$ cat config.mk
export PLATFORM = sky130hd
export DESIGN_NAME = pam_monitor
export DESIGN_NICKNAME = d
export VERILOG_FILES = /design/src/pam_pkg.sv /design/src/pam_monitor.sv
export VERILOG_INCLUDE_DIRS = /design/src
export SDC_FILE = /design/constraint.sdc
export NUM_CORES = 1
export LEC_CHECK = 0
export ABC_AREA = 1
export ABC_CLOCK_PERIOD_IN_PS = 1950
export BUFFER_PORTS_ARGS = -buffer_cell sky130_fd_sc_hd__buf_2
export CAP_MARGIN = 25
export CORE_MARGIN = 2
export CORE_UTILIZATION = 56
export CTS_CLUSTER_DIAMETER = 80
export DETAILED_ROUTE_END_ITERATION = 10
export GPL_TIMING_DRIVEN = 0
export PLACE_DENSITY = 0.73
export SETUP_SLACK_MARGIN = 0.5
export SLEW_MARGIN = 20
export SYNTH_ARGS = -nofsm -noshare
export SYNTH_HDL_FRONTEND = slang
export SYNTH_SLANG_ARGS = --single-unit
$ cat constraint.sdc
create_clock -name core_clk -period 1.95 [get_ports core_clk]
set_input_delay 0.0975 -clock core_clk [delete_from_list [all_inputs] [get_ports core_clk]]
set_output_delay 0.0975 -clock core_clk [all_outputs]
set_load 0.02 [all_outputs]
$ cat src/pam_defines.svh
`ifndef PAM_DEFINES_SVH
`define PAM_DEFINES_SVH
// register word offsets
`define PAM_OFF_OPTION 4'h0
`define PAM_OFF_MASK_DEV 4'h1
`define PAM_OFF_MASK_IN 4'h2
`define PAM_OFF_FLAG_DEV 4'h3
`define PAM_OFF_FLAG_IN 4'h4
`define PAM_OFF_EDGE 4'h5
`define PAM_OFF_TIMER 4'h6
`define PAM_OFF_STATUS 4'h7
`define PAM_OFF_IRQ_MASK 4'h8
`define PAM_OFF_MODE 4'h9
// option bits
`define PAM_OPT_FLAG_EN 0
`define PAM_OPT_SMI_MASK 1
`define PAM_OPT_SMM_LATCH 2
`define PAM_OPT_NO_AUTO_ON 3
`define PAM_OPT_SMI_TO_ACT 4
// reset values
`define PAM_OPTION_RST 8'h13
`define PAM_MASK_RST 16'hFFFF
`define PAM_TIMER_RST 32'h0000FFFF
// status bits
`define PAM_ST_ACT 0
`define PAM_ST_SMI 1
`define PAM_ST_DOZE 2
`define PAM_ST_SLEEP 3
`define PAM_ST_SUSP 4
`define PAM_ST_W 5
// debounce
`define PAM_DEBOUNCE_NS 64
`define PAM_DEBOUNCE_CYC ((`PAM_DEBOUNCE_NS + 3) / 4)
`endif

$ cat src/pam_pkg.sv
package pam_pkg;
  typedef enum logic [2:0] {
    PAM_ON = 3'b000,
    PAM_DOZE = 3'b001,
    PAM_SLEEP = 3'b010,
    PAM_DEEP = 3'b011
  } pam_mode_t;
endpackage

$ cat src/pam_monitor.sv
`timescale 1ns/1ps
`default_nettype none
`include "pam_defines.svh"
// Notes on behaviour
// - activity in low-power returns to on
// - any activity resets all three timers
// - per-device and per-range read/write masks
// - bus hold maskable as activity
// - external input edges maskable, edge selectable
// - flag enable records flags
// - flag bits mirror mask bits
// - activity raises smi unless masked
// - disable auto on blocks hardware return except from the smm latch hold
// - smm latch holds activity until smi ends
// - smi may trigger activity, not recursive
// - any activity, bridge irq included, leaves deep sleep
// - serial links carry events once enabled
// - bridge irq activity raises no smi
// - idle timers time out with status bits and irq, not smi
// - inputs debounce and edge configurable
module pam_monitor import pam_pkg::*; (
  input wire logic core_clk,
  input wire logic rst_n,
  input wire logic [3:0] avs_address,
  input wire logic avs_read,
  input wire logic avs_write,
  input wire logic [31:0] avs_writedata,
  output logic [31:0] avs_readdata,
  output logic avs_waitrequest,
  input wire logic [7:0] dev_access,
  input wire logic [5:0] range_rd,
  input wire logic [5:0] range_wr,
  input wire logic bus_hold,
  input wire logic [4:0] ext_in,
  input wire logic bridge_irq_act,
  input wire logic other_smi,
  input wire logic smi_active_n,
  input wire logic serial_link_enable,
  output logic activity_smi,
  output logic [2:0] power_mode,
  output logic irq
);
  // ==========================================================
  // registers
  logic [7:0] activity_option_control;
  logic [15:0] activity_mask_devices;
  logic [15:0] activity_mask_inputs;
  logic [15:0] activity_flags_devices;
  logic [15:0] activity_flags_inputs;
  logic [9:0] edge_detect_control;
  logic [4:0] debounce_en;
  logic [31:0] timer_limit;
  logic [`PAM_ST_W-1:0] status;
  logic [`PAM_ST_W-1:0] irq_mask;
  pam_mode_t mode;
  logic [31:0] doze_idle_timer;
  logic [31:0] sleep_idle_timer;
  logic [31:0] suspend_idle_timer;
  logic pa_latched;
  logic smi_from_pa;

  function automatic logic is_off(input logic [3:0] a, input logic [3:0] off);
    is_off = (a == off);
  endfunction

  // ==========================================================
  // bus slave: one wait cycle per access
  logic ack;
  wire logic req = (avs_read | avs_write) & ~ack;
  always_ff @(posedge core_clk or negedge rst_n) begin
    if (!rst_n) begin
      ack <= 1'b0;
    end else begin
      ack <= req;
    end
  end
  always_ff @(posedge core_clk or negedge rst_n) begin
    if (!rst_n) begin
      avs_waitrequest <= 1'b1;
    end else begin
      avs_waitrequest <= ~req;
    end
  end
  wire logic wr_go = avs_write & ack;

  // ==========================================================
  // external inputs: debounce and edge select
  logic [4:0] ext_prev;
  logic [4:0] ext_filt;
  logic [4:0] ext_edge;
  genvar gi;
  generate
    for (gi = 0; gi < 5; gi++) begin : g_in
      logic [7:0] cnt;
      logic raw_q;
      always_ff @(posedge core_clk or negedge rst_n) begin
        if (!rst_n) begin
          raw_q <= 1'b0;
          cnt <= 8'h00;
          ext_filt[gi] <= 1'b0;
        end else begin
          raw_q <= ext_in[gi];
          if (!debounce_en[gi]) begin
            ext_filt[gi] <= raw_q;
            cnt <= 8'h00;
          end else if (raw_q == ext_filt[gi]) begin
            cnt <= 8'h00;
          end else if (cnt == 8'(`PAM_DEBOUNCE_CYC - 1)) begin
            ext_filt[gi] <= raw_q;
            cnt <= 8'h00;
          end else begin
            cnt <= cnt + 8'h01;
          end
        end
      end
      always_ff @(posedge core_clk or negedge rst_n) begin
        if (!rst_n) begin
          ext_prev[gi] <= 1'b0;
        end else begin
          ext_prev[gi] <= ext_filt[gi];
        end
      end
      // rising on bit 2i, falling on bit 2i+1
      assign ext_edge[gi] = (edge_detect_control[2*gi] & ext_filt[gi] & ~ext_prev[gi]) |
                            (edge_detect_control[2*gi+1] & ~ext_filt[gi] & ext_prev[gi]);
    end
  endgenerate

  // ==========================================================
  // activity gathering
  // devices: [7:0] accesses, [13:8] ranges, [14] hold, [15] smi
  logic [15:0] dev_src;
  logic [15:0] in_src;
  logic smi_event;
  assign smi_event = other_smi & ~smi_from_pa;
  assign dev_src[7:0] = dev_access & ~activity_mask_devices[7:0];
  generate
    for (gi = 0; gi < 6; gi++) begin : g_rng
      // mask bit set blocks; read masked by high half of input reg
      assign dev_src[8+gi] = ~activity_mask_devices[8+gi] &
        ((range_rd[gi] & ~activity_mask_inputs[8+gi]) |
         (range_wr[gi] & ~activity_mask_inputs[10+(gi%6)] & 1'b1));
    end
  endgenerate
  assign dev_src[14] = bus_hold & ~activity_mask_devices[14];
  assign dev_src[15] = smi_event & ~activity_option_control[`PAM_OPT_SMI_TO_ACT];
  assign in_src[4:0] = ext_edge & ~activity_mask_inputs[4:0];
  assign in_src[5] = bridge_irq_act & serial_link_enable & ~activity_mask_inputs[5];
  assign in_src[15:6] = 10'h000;
  wire logic local_pa = |dev_src | (|in_src[4:0]);
  wire logic any_pa = local_pa | in_src[5];
  wire logic in_smm = ~smi_active_n;
  wire logic hold_pa = pa_latched & in_smm;
  wire logic pa_eff = any_pa | hold_pa;

  always_ff @(posedge core_clk or negedge rst_n) begin
    if (!rst_n) begin
      pa_latched <= 1'b0;
    end else if (!in_smm) begin
      pa_latched <= 1'b0;
    end else if (any_pa & activity_option_control[`PAM_OPT_SMM_LATCH]) begin
      pa_latched <= 1'b1;
    end
  end

  // ==========================================================
  // flags, hardware set wins over write-one clear
  always_ff @(posedge core_clk or negedge rst_n) begin
    if (!rst_n) begin
      activity_flags_devices <= 16'h0000;
      activity_flags_inputs <= 16'h0000;
    end else begin
      activity_flags_devices <= (activity_flags_devices &
        ~((wr_go && is_off(avs_address, `PAM_OFF_FLAG_DEV)) ? avs_writedata[15:0] : 16'h0000)) |
        (activity_option_control[`PAM_OPT_FLAG_EN] ? dev_src : 16'h0000);
      activity_flags_inputs <= (activity_flags_inputs &
        ~((wr_go && is_off(avs_address, `PAM_OFF_FLAG_IN)) ? avs_writedata[15:0] : 16'h0000)) |
        (activity_option_control[`PAM_OPT_FLAG_EN] ? in_src : 16'h0000);
    end
  end

  // ==========================================================
  // activity smi, not for bridge irq activity
  always_ff @(posedge core_clk or negedge rst_n) begin
    if (!rst_n) begin
      activity_smi <= 1'b0;
      smi_from_pa <= 1'b0;
    end else begin
      activity_smi <= local_pa & ~activity_option_control[`PAM_OPT_SMI_MASK];
      smi_from_pa <= local_pa & ~activity_option_control[`PAM_OPT_SMI_MASK];
    end
  end

  // ==========================================================
  // idle timers
  // at or beyond limit, so a limit lowered under a running count still expires
  wire logic doze_to = (doze_idle_timer >= timer_limit);
  wire logic sleep_to = (sleep_idle_timer >= {timer_limit[30:0], 1'b0});
  wire logic susp_to = (suspend_idle_timer >= {timer_limit[29:0], 2'b00});
  always_ff @(posedge core_clk or negedge rst_n) begin
    if (!rst_n) begin
      doze_idle_timer <= 32'h0;
      sleep_idle_timer <= 32'h0;
      suspend_idle_timer <= 32'h0;
    end else if (pa_eff) begin
      doze_idle_timer <= 32'h0;
      sleep_idle_timer <= 32'h0;
      suspend_idle_timer <= 32'h0;
    end else begin
      if (!doze_to) doze_idle_timer <= doze_idle_timer + 32'h1;
      if (!sleep_to) sleep_idle_timer <= sleep_idle_timer + 32'h1;
      if (!susp_to) suspend_idle_timer <= suspend_idle_timer + 32'h1;
    end
  end
  logic doze_q, sleep_q, susp_q;
  always_ff @(posedge core_clk or negedge rst_n) begin
    if (!rst_n) begin
      doze_q <= 1'b0;
      sleep_q <= 1'b0;
      susp_q <= 1'b0;
    end else begin
      doze_q <= doze_to;
      sleep_q <= sleep_to;
      susp_q <= susp_to;
    end
  end

  // ==========================================================
  // mode, software writes enter low power
  always_ff @(posedge core_clk or negedge rst_n) begin
    if (!rst_n) begin
      mode <= PAM_ON;
    end else if (hold_pa) begin
      mode <= PAM_ON;
    end else if (any_pa && !activity_option_control[`PAM_OPT_NO_AUTO_ON]) begin
      mode <= PAM_ON;
    end else if (wr_go && is_off(avs_address, `PAM_OFF_MODE)) begin
      case (avs_writedata[1:0])
        2'b00: mode <= PAM_ON;
        2'b01: mode <= PAM_DOZE;
        2'b10: mode <= PAM_SLEEP;
        default: mode <= PAM_DEEP;
      endcase
    end
  end
  always_ff @(posedge core_clk or negedge rst_n) begin
    if (!rst_n) begin
      power_mode <= 3'h0;
    end else begin
      power_mode <= mode;
    end
  end

  // ==========================================================
  // control registers
  always_ff @(posedge core_clk or negedge rst_n) begin
    if (!rst_n) begin
      activity_option_control <= `PAM_OPTION_RST;
      activity_mask_devices <= `PAM_MASK_RST;
      activity_mask_inputs <= `PAM_MASK_RST;
      edge_detect_control <= 10'h155;
      debounce_en <= 5'h00;
      timer_limit <= `PAM_TIMER_RST;
      irq_mask <= '1;
    end else if (wr_go) begin
      if (is_off(avs_address, `PAM_OFF_OPTION)) begin
        activity_option_control <= avs_writedata[7:0];
      end else if (is_off(avs_address, `PAM_OFF_MASK_DEV)) begin
        activity_mask_devices <= avs_writedata[15:0];
      end else if (is_off(avs_address, `PAM_OFF_MASK_IN)) begin
        activity_mask_inputs <= avs_writedata[15:0];
      end else if (is_off(avs_address, `PAM_OFF_EDGE)) begin
        edge_detect_control <= avs_writedata[9:0];
        debounce_en <= avs_writedata[20:16];
      end else if (is_off(avs_address, `PAM_OFF_TIMER)) begin
        timer_limit <= avs_writedata;
      end else if (is_off(avs_address, `PAM_OFF_IRQ_MASK)) begin
        irq_mask <= avs_writedata[`PAM_ST_W-1:0];
      end
    end
  end

  // ==========================================================
  // interrupt status
  logic [`PAM_ST_W-1:0] ev;
  assign ev = {susp_to & ~susp_q, sleep_to & ~sleep_q, doze_to & ~doze_q,
               activity_smi, any_pa};
  always_ff @(posedge core_clk or negedge rst_n) begin
    if (!rst_n) begin
      status <= '0;
    end else begin
      status <= (status & ~((wr_go && is_off(avs_address, `PAM_OFF_STATUS)) ?
                 avs_writedata[`PAM_ST_W-1:0] : '0)) | ev;
    end
  end
  always_ff @(posedge core_clk or negedge rst_n) begin
    if (!rst_n) begin
      irq <= 1'b0;
    end else begin
      irq <= |(status & ~irq_mask);
    end
  end

  // ==========================================================
  // read data
  always_ff @(posedge core_clk or negedge rst_n) begin
    if (!rst_n) begin
      avs_readdata <= 32'h0;
    end else if (req && avs_read) begin
      if (is_off(avs_address, `PAM_OFF_OPTION)) avs_readdata <= {24'h0, activity_option_control};
      else if (is_off(avs_address, `PAM_OFF_MASK_DEV)) avs_readdata <= {16'h0, activity_mask_devices};
      else if (is_off(avs_address, `PAM_OFF_MASK_IN)) avs_readdata <= {16'h0, activity_mask_inputs};
      else if (is_off(avs_address, `PAM_OFF_FLAG_DEV)) avs_readdata <= {16'h0, activity_flags_devices};
      else if (is_off(avs_address, `PAM_OFF_FLAG_IN)) avs_readdata <= {16'h0, activity_flags_inputs};
      else if (is_off(avs_address, `PAM_OFF_EDGE)) avs_readdata <= {11'h0, debounce_en, 6'h0, edge_detect_control};
      else if (is_off(avs_address, `PAM_OFF_TIMER)) avs_readdata <= timer_limit;
      else if (is_off(avs_address, `PAM_OFF_STATUS)) avs_readdata <= {27'h0, status};
      else if (is_off(avs_address, `PAM_OFF_IRQ_MASK)) avs_readdata <= {27'h0, irq_mask};
      else if (is_off(avs_address, `PAM_OFF_MODE)) avs_readdata <= {29'h0, mode};
      else avs_readdata <= 32'h0;
    end
  end

  // ==========================================================
  a_timers_reset: assert property (@(posedge core_clk) disable iff (!rst_n)
    any_pa |=> doze_idle_timer == 32'h0 && suspend_idle_timer == 32'h0) else $error("timers not reset");
  a_auto_on: assert property (@(posedge core_clk) disable iff (!rst_n)
    any_pa && !activity_option_control[`PAM_OPT_NO_AUTO_ON] |=> mode == PAM_ON) else $error("no return to on");
  a_no_auto_on: assert property (@(posedge core_clk) disable iff (!rst_n)
    mode != PAM_ON && activity_option_control[`PAM_OPT_NO_AUTO_ON] && !hold_pa &&
    !(wr_go && is_off(avs_address, `PAM_OFF_MODE)) |=> $stable(mode)) else $error("auto on while disabled");
  a_smi_pa: assert property (@(posedge core_clk) disable iff (!rst_n)
    local_pa && !activity_option_control[`PAM_OPT_SMI_MASK] |=> activity_smi) else $error("missing smi");
  a_bridge_nosmi: assert property (@(posedge core_clk) disable iff (!rst_n)
    !local_pa |=> !activity_smi) else $error("smi without local activity");
  a_flag_off: assert property (@(posedge core_clk) disable iff (!rst_n)
    !activity_option_control[`PAM_OPT_FLAG_EN] && activity_flags_devices == 16'h0 |=>
    activity_flags_devices == 16'h0) else $error("flag while disabled");
  a_flag_set: assert property (@(posedge core_clk) disable iff (!rst_n)
    activity_option_control[`PAM_OPT_FLAG_EN] && dev_src[14] |=> activity_flags_devices[14]) else $error("flag lost");
  a_masked_hold: assert property (@(posedge core_clk) disable iff (!rst_n)
    activity_mask_devices[14] |-> !dev_src[14]) else $error("masked hold counted");
  a_smm_latch: assert property (@(posedge core_clk) disable iff (!rst_n)
    hold_pa |=> mode == PAM_ON && doze_idle_timer == 32'h0) else $error("latch not held");
  a_no_recursion: assert property (@(posedge core_clk) disable iff (!rst_n)
    smi_from_pa |-> !dev_src[15]) else $error("recursive smi");
  c_wake: cover property (@(posedge core_clk) disable iff (!rst_n) mode == PAM_DEEP ##1 mode == PAM_ON);
  c_smi: cover property (@(posedge core_clk) disable iff (!rst_n) activity_smi);
  c_latch: cover property (@(posedge core_clk) disable iff (!rst_n) hold_pa ##1 !in_smm);
endmodule
`default_nettype wire

==> reports/metrics.csv <==
metric,value,unit
fmax,0.4126,GHz
fin_tns_setup,-38920,ps
period_share,124.3,%
drc,0,
ys.flop_type,dfrtp_1,
p_leak,10.55,nW
syn_area,18160,um^2
drt_iter0_drc,1439,
synthesis.nets,2502,
ys_top_cells_by_count,"nand2_1, nor2_1, dfrtp_1",
critical_path.cell_chain,"clkinvlp_4, ha_4, nand2_4, nor2_4, nand2_2, nor3_4, nand4_1, nand3_4, buf_12, inv_8, clkbuf_16, a21oi_2, nor2_1",
num_antenna_cells,0,
clkTransAtPathRegs,60,ps
vias,17828,
routed_wl,61.11,mm
crit_path_end_kind,register,
numCtsBuffers,37,
r2r_slack,-470,ps
slowest_delay,380,ps
wl_per_cell,20.21,um
synth.avg_cell_area,7.796,um^2
ys_async_sr_fraction,100.0,%
hold_ws,-78.79,ps
crit_fanout,7,
critPathRequiredTime,2380,ps
grt_pass1_wl,92.96,mm
nets,2767,
drive_above_1_share,26.81,%
sw_frac_of_total,30.04,%
setup_viol_count_final,104,
syn2layout_area_growth,31.72,%
pre_cts_ws,-767.9,ps
final.setup.worst_slack,-473.5,ps
syn_inst,2330,
p_comb_share,17.8,%
ys_seq_area_share,45.06,%
critPathLaunchType,register,
cts_tree,done,
final_max_slew_viol_count,0,
ctsHoldBuffers,43,
ys_types,47,
clock_skew,17.58,ps
yosysTopAreaCell,dfrtp_1,
grt_pass1_vias,17174,
netSwitchingPower,0.005497,W
cp.arrival,2850,ps
p_per_area,764.8,nW/um^2
p_clk_share,37.5,%
grt_overflow_total,0,
grt_usage,35.50,%
hpwl,42.16,mm
cts-root-buf,clkbuf_16,
antenna_left,0,
start_util,57.27,%
p_seq_share,44.7,%
place_congestion,0.9829,
port-buffer-count,106,
ys_seq_elements,324,
crit_slowest_cell,dfrtp_1,
yosysWarnings,0,
critical-path-top-delay-family,simple AND/OR/NAND/NOR gates,
yosysMostFrequentCell,nand2_1,
antenna_found_initial,1,
cts_max_path_buffers,3,
utilization,75.43,%
placed_area,19790,um^2
ios,108,
cap_viol_max_count,0,
maxSlewHeadroom,56.23,%
p_int,0.01280,W
h-tree-depth,2,
grt_max_degree,101,
rsz0062_at_grt,yes,
synth_area_leaders,"dfrtp_1, nand2_1, dfstp_2",
synth_top_area_share,36.10,%
worstMarginPinSlew,651.6,ps
synth_edf_count,0,
insertion_delay,550,ps
finalCriticalPeriod,2424,ps
final_area,23930,um^2
cts_sinks,324,
path_buf_inv,4,
status,"complete, but fails checks",
violations,"negative hold slack, negative setup slack",
dieArea,33890,um^2
hp-class,primary input to register,
viasPerCell,5.896,
finalHoldViolations,7,
crit_type,register to register,
ir_worst_vdd,0.0008155,V
die_h,184.1,um
die_x,184.1,um
num_rows,65,
drtPass1Iterations,5,
core_area,31720,um^2
power by group through the flow:
stage,clock (W),combinational [W],sequential (W)
after CTS,0.00692,0.00301,0.00815
final,0.00685,0.00326,0.00819
after floorplan,0,0.00163,0.00820
after detailed placement,0,0.00276,0.00824
after global placement,0,0.00263,0.00822
after global routing,0.00722,0.00362,0.00826
cell usage in the layout, fill, tap and decap left out, types with 46 or more instances in the layout:
cell / n
clkbuf_16: 48
nand3_1: 78
nor2_1: 221
inv_1: 193
dfrtp_1: 256
o21ai_0: 162
o21ai_1: 46
nand2_1: 499
nand2_2: 73
a21oi_1: 97
xor2_1: 54
dfstp_2: 62
ha_1: 79
buf_2: 109
worst reg2reg max path, delay by kind of cell (launching register included):
kind	cells	cell delay, ps
and+or+nand+nor	7	900
buffers and inverters	4	570
DFF	1	380
adders and majority gates	1	340
AOI/OAI and AO/OA	1	130
area by class of cell:
type,instances,area [um^2]
Multi-Input combinational cell,1704,10330
Sequential cell,324,8193
Fill cell,2293,7792
Timing Repair Buffer,224,2017
Clock buffer,56,1057
Inverter,239,952.2
Buffer,63,748.2
Tap cell,402,503.0
Clock inverter,10,107.6
Timing Repair inverter,2,21.27
layer usage:
| layer | track usage [%] | vias up | routed length, um |
|---|---|---|---|
| met5 | 0 | - | 0 |
| met4 | 12.70 | 0 | 2152 |
| met3 | 4.999 | 148 | 5315 |
| met2 | 56.66 | 783 | 28330 |
| met1 | 49.68 | 8652 | 25310 |
| li1 | - | 8245 | - |
path summary, 6_finish.rpt:
check | start | end | cells after the start
worst max-delay path | timer_limit[29] | sleep_idle_timer[5] | 13
worst min-delay path | dev_access[4] | activity_flags_devices[4] | 3
worst max register to register | timer_limit[29] | sleep_idle_timer[5] | 13
worst min register to register | sleep_q | status[3] | 1
max in group asynchronous | rst_n | activity_mask_inputs[8] | 4
min in group asynchronous | rst_n | g_in[0].cnt[6] | 2
cell families after synthesis:
kind of cell / Yosys count / synth area share, %
flops: 324 / 45.06
buf+inv: 302 / 6.530
simple gates: 1121 / 25.66
compound gates: 416 / 12.61
mux: 1 / 0.05511
xor+xnor: 63 / 3.038
other cells: 1 / 0.02065
fa+ha+maj: 102 / 7.026
metrics by stage:
| step | power, W | cells | hold slack (ps) |
|---|---|---|---|
| after global placement | 0.01085 | 2838 | 206.1 |
| after detailed placement | 0.01100 | 2841 | 18.41 |
| final | 0.01830 | 3024 | -78.79 |
| after floorplan | 0.009834 | 2330 | -198.1 |
| after global routing | 0.01910 | 3024 | -57.05 |
| after CTS | 0.01809 | 2988 | -97.83 |
repair_timing:
action | CTS | global route
endpoints found under the hold margin | 290 | 5
setup endpoints to repair | 245 | 359
pin swaps | 25 | 60
gates resized for setup | 220 | 309
buffers inserted | 27 | 26
gates cloned | 11 | 10
registers in the layout, summed over array words and instances, names as in the netlist, 8 cells and up:
signal and cells:
sleep_idle_timer 32, activity_flags_inputs 16, suspend_idle_timer 32, activity_option_control 8
timer_limit 32, g_in.cnt 40, avs_readdata 32, activity_flags_devices 16
activity_mask_devices 16, edge_detect_control 10, activity_mask_inputs 16, doze_idle_timer 32
Power figures use the tool's default switching activity.
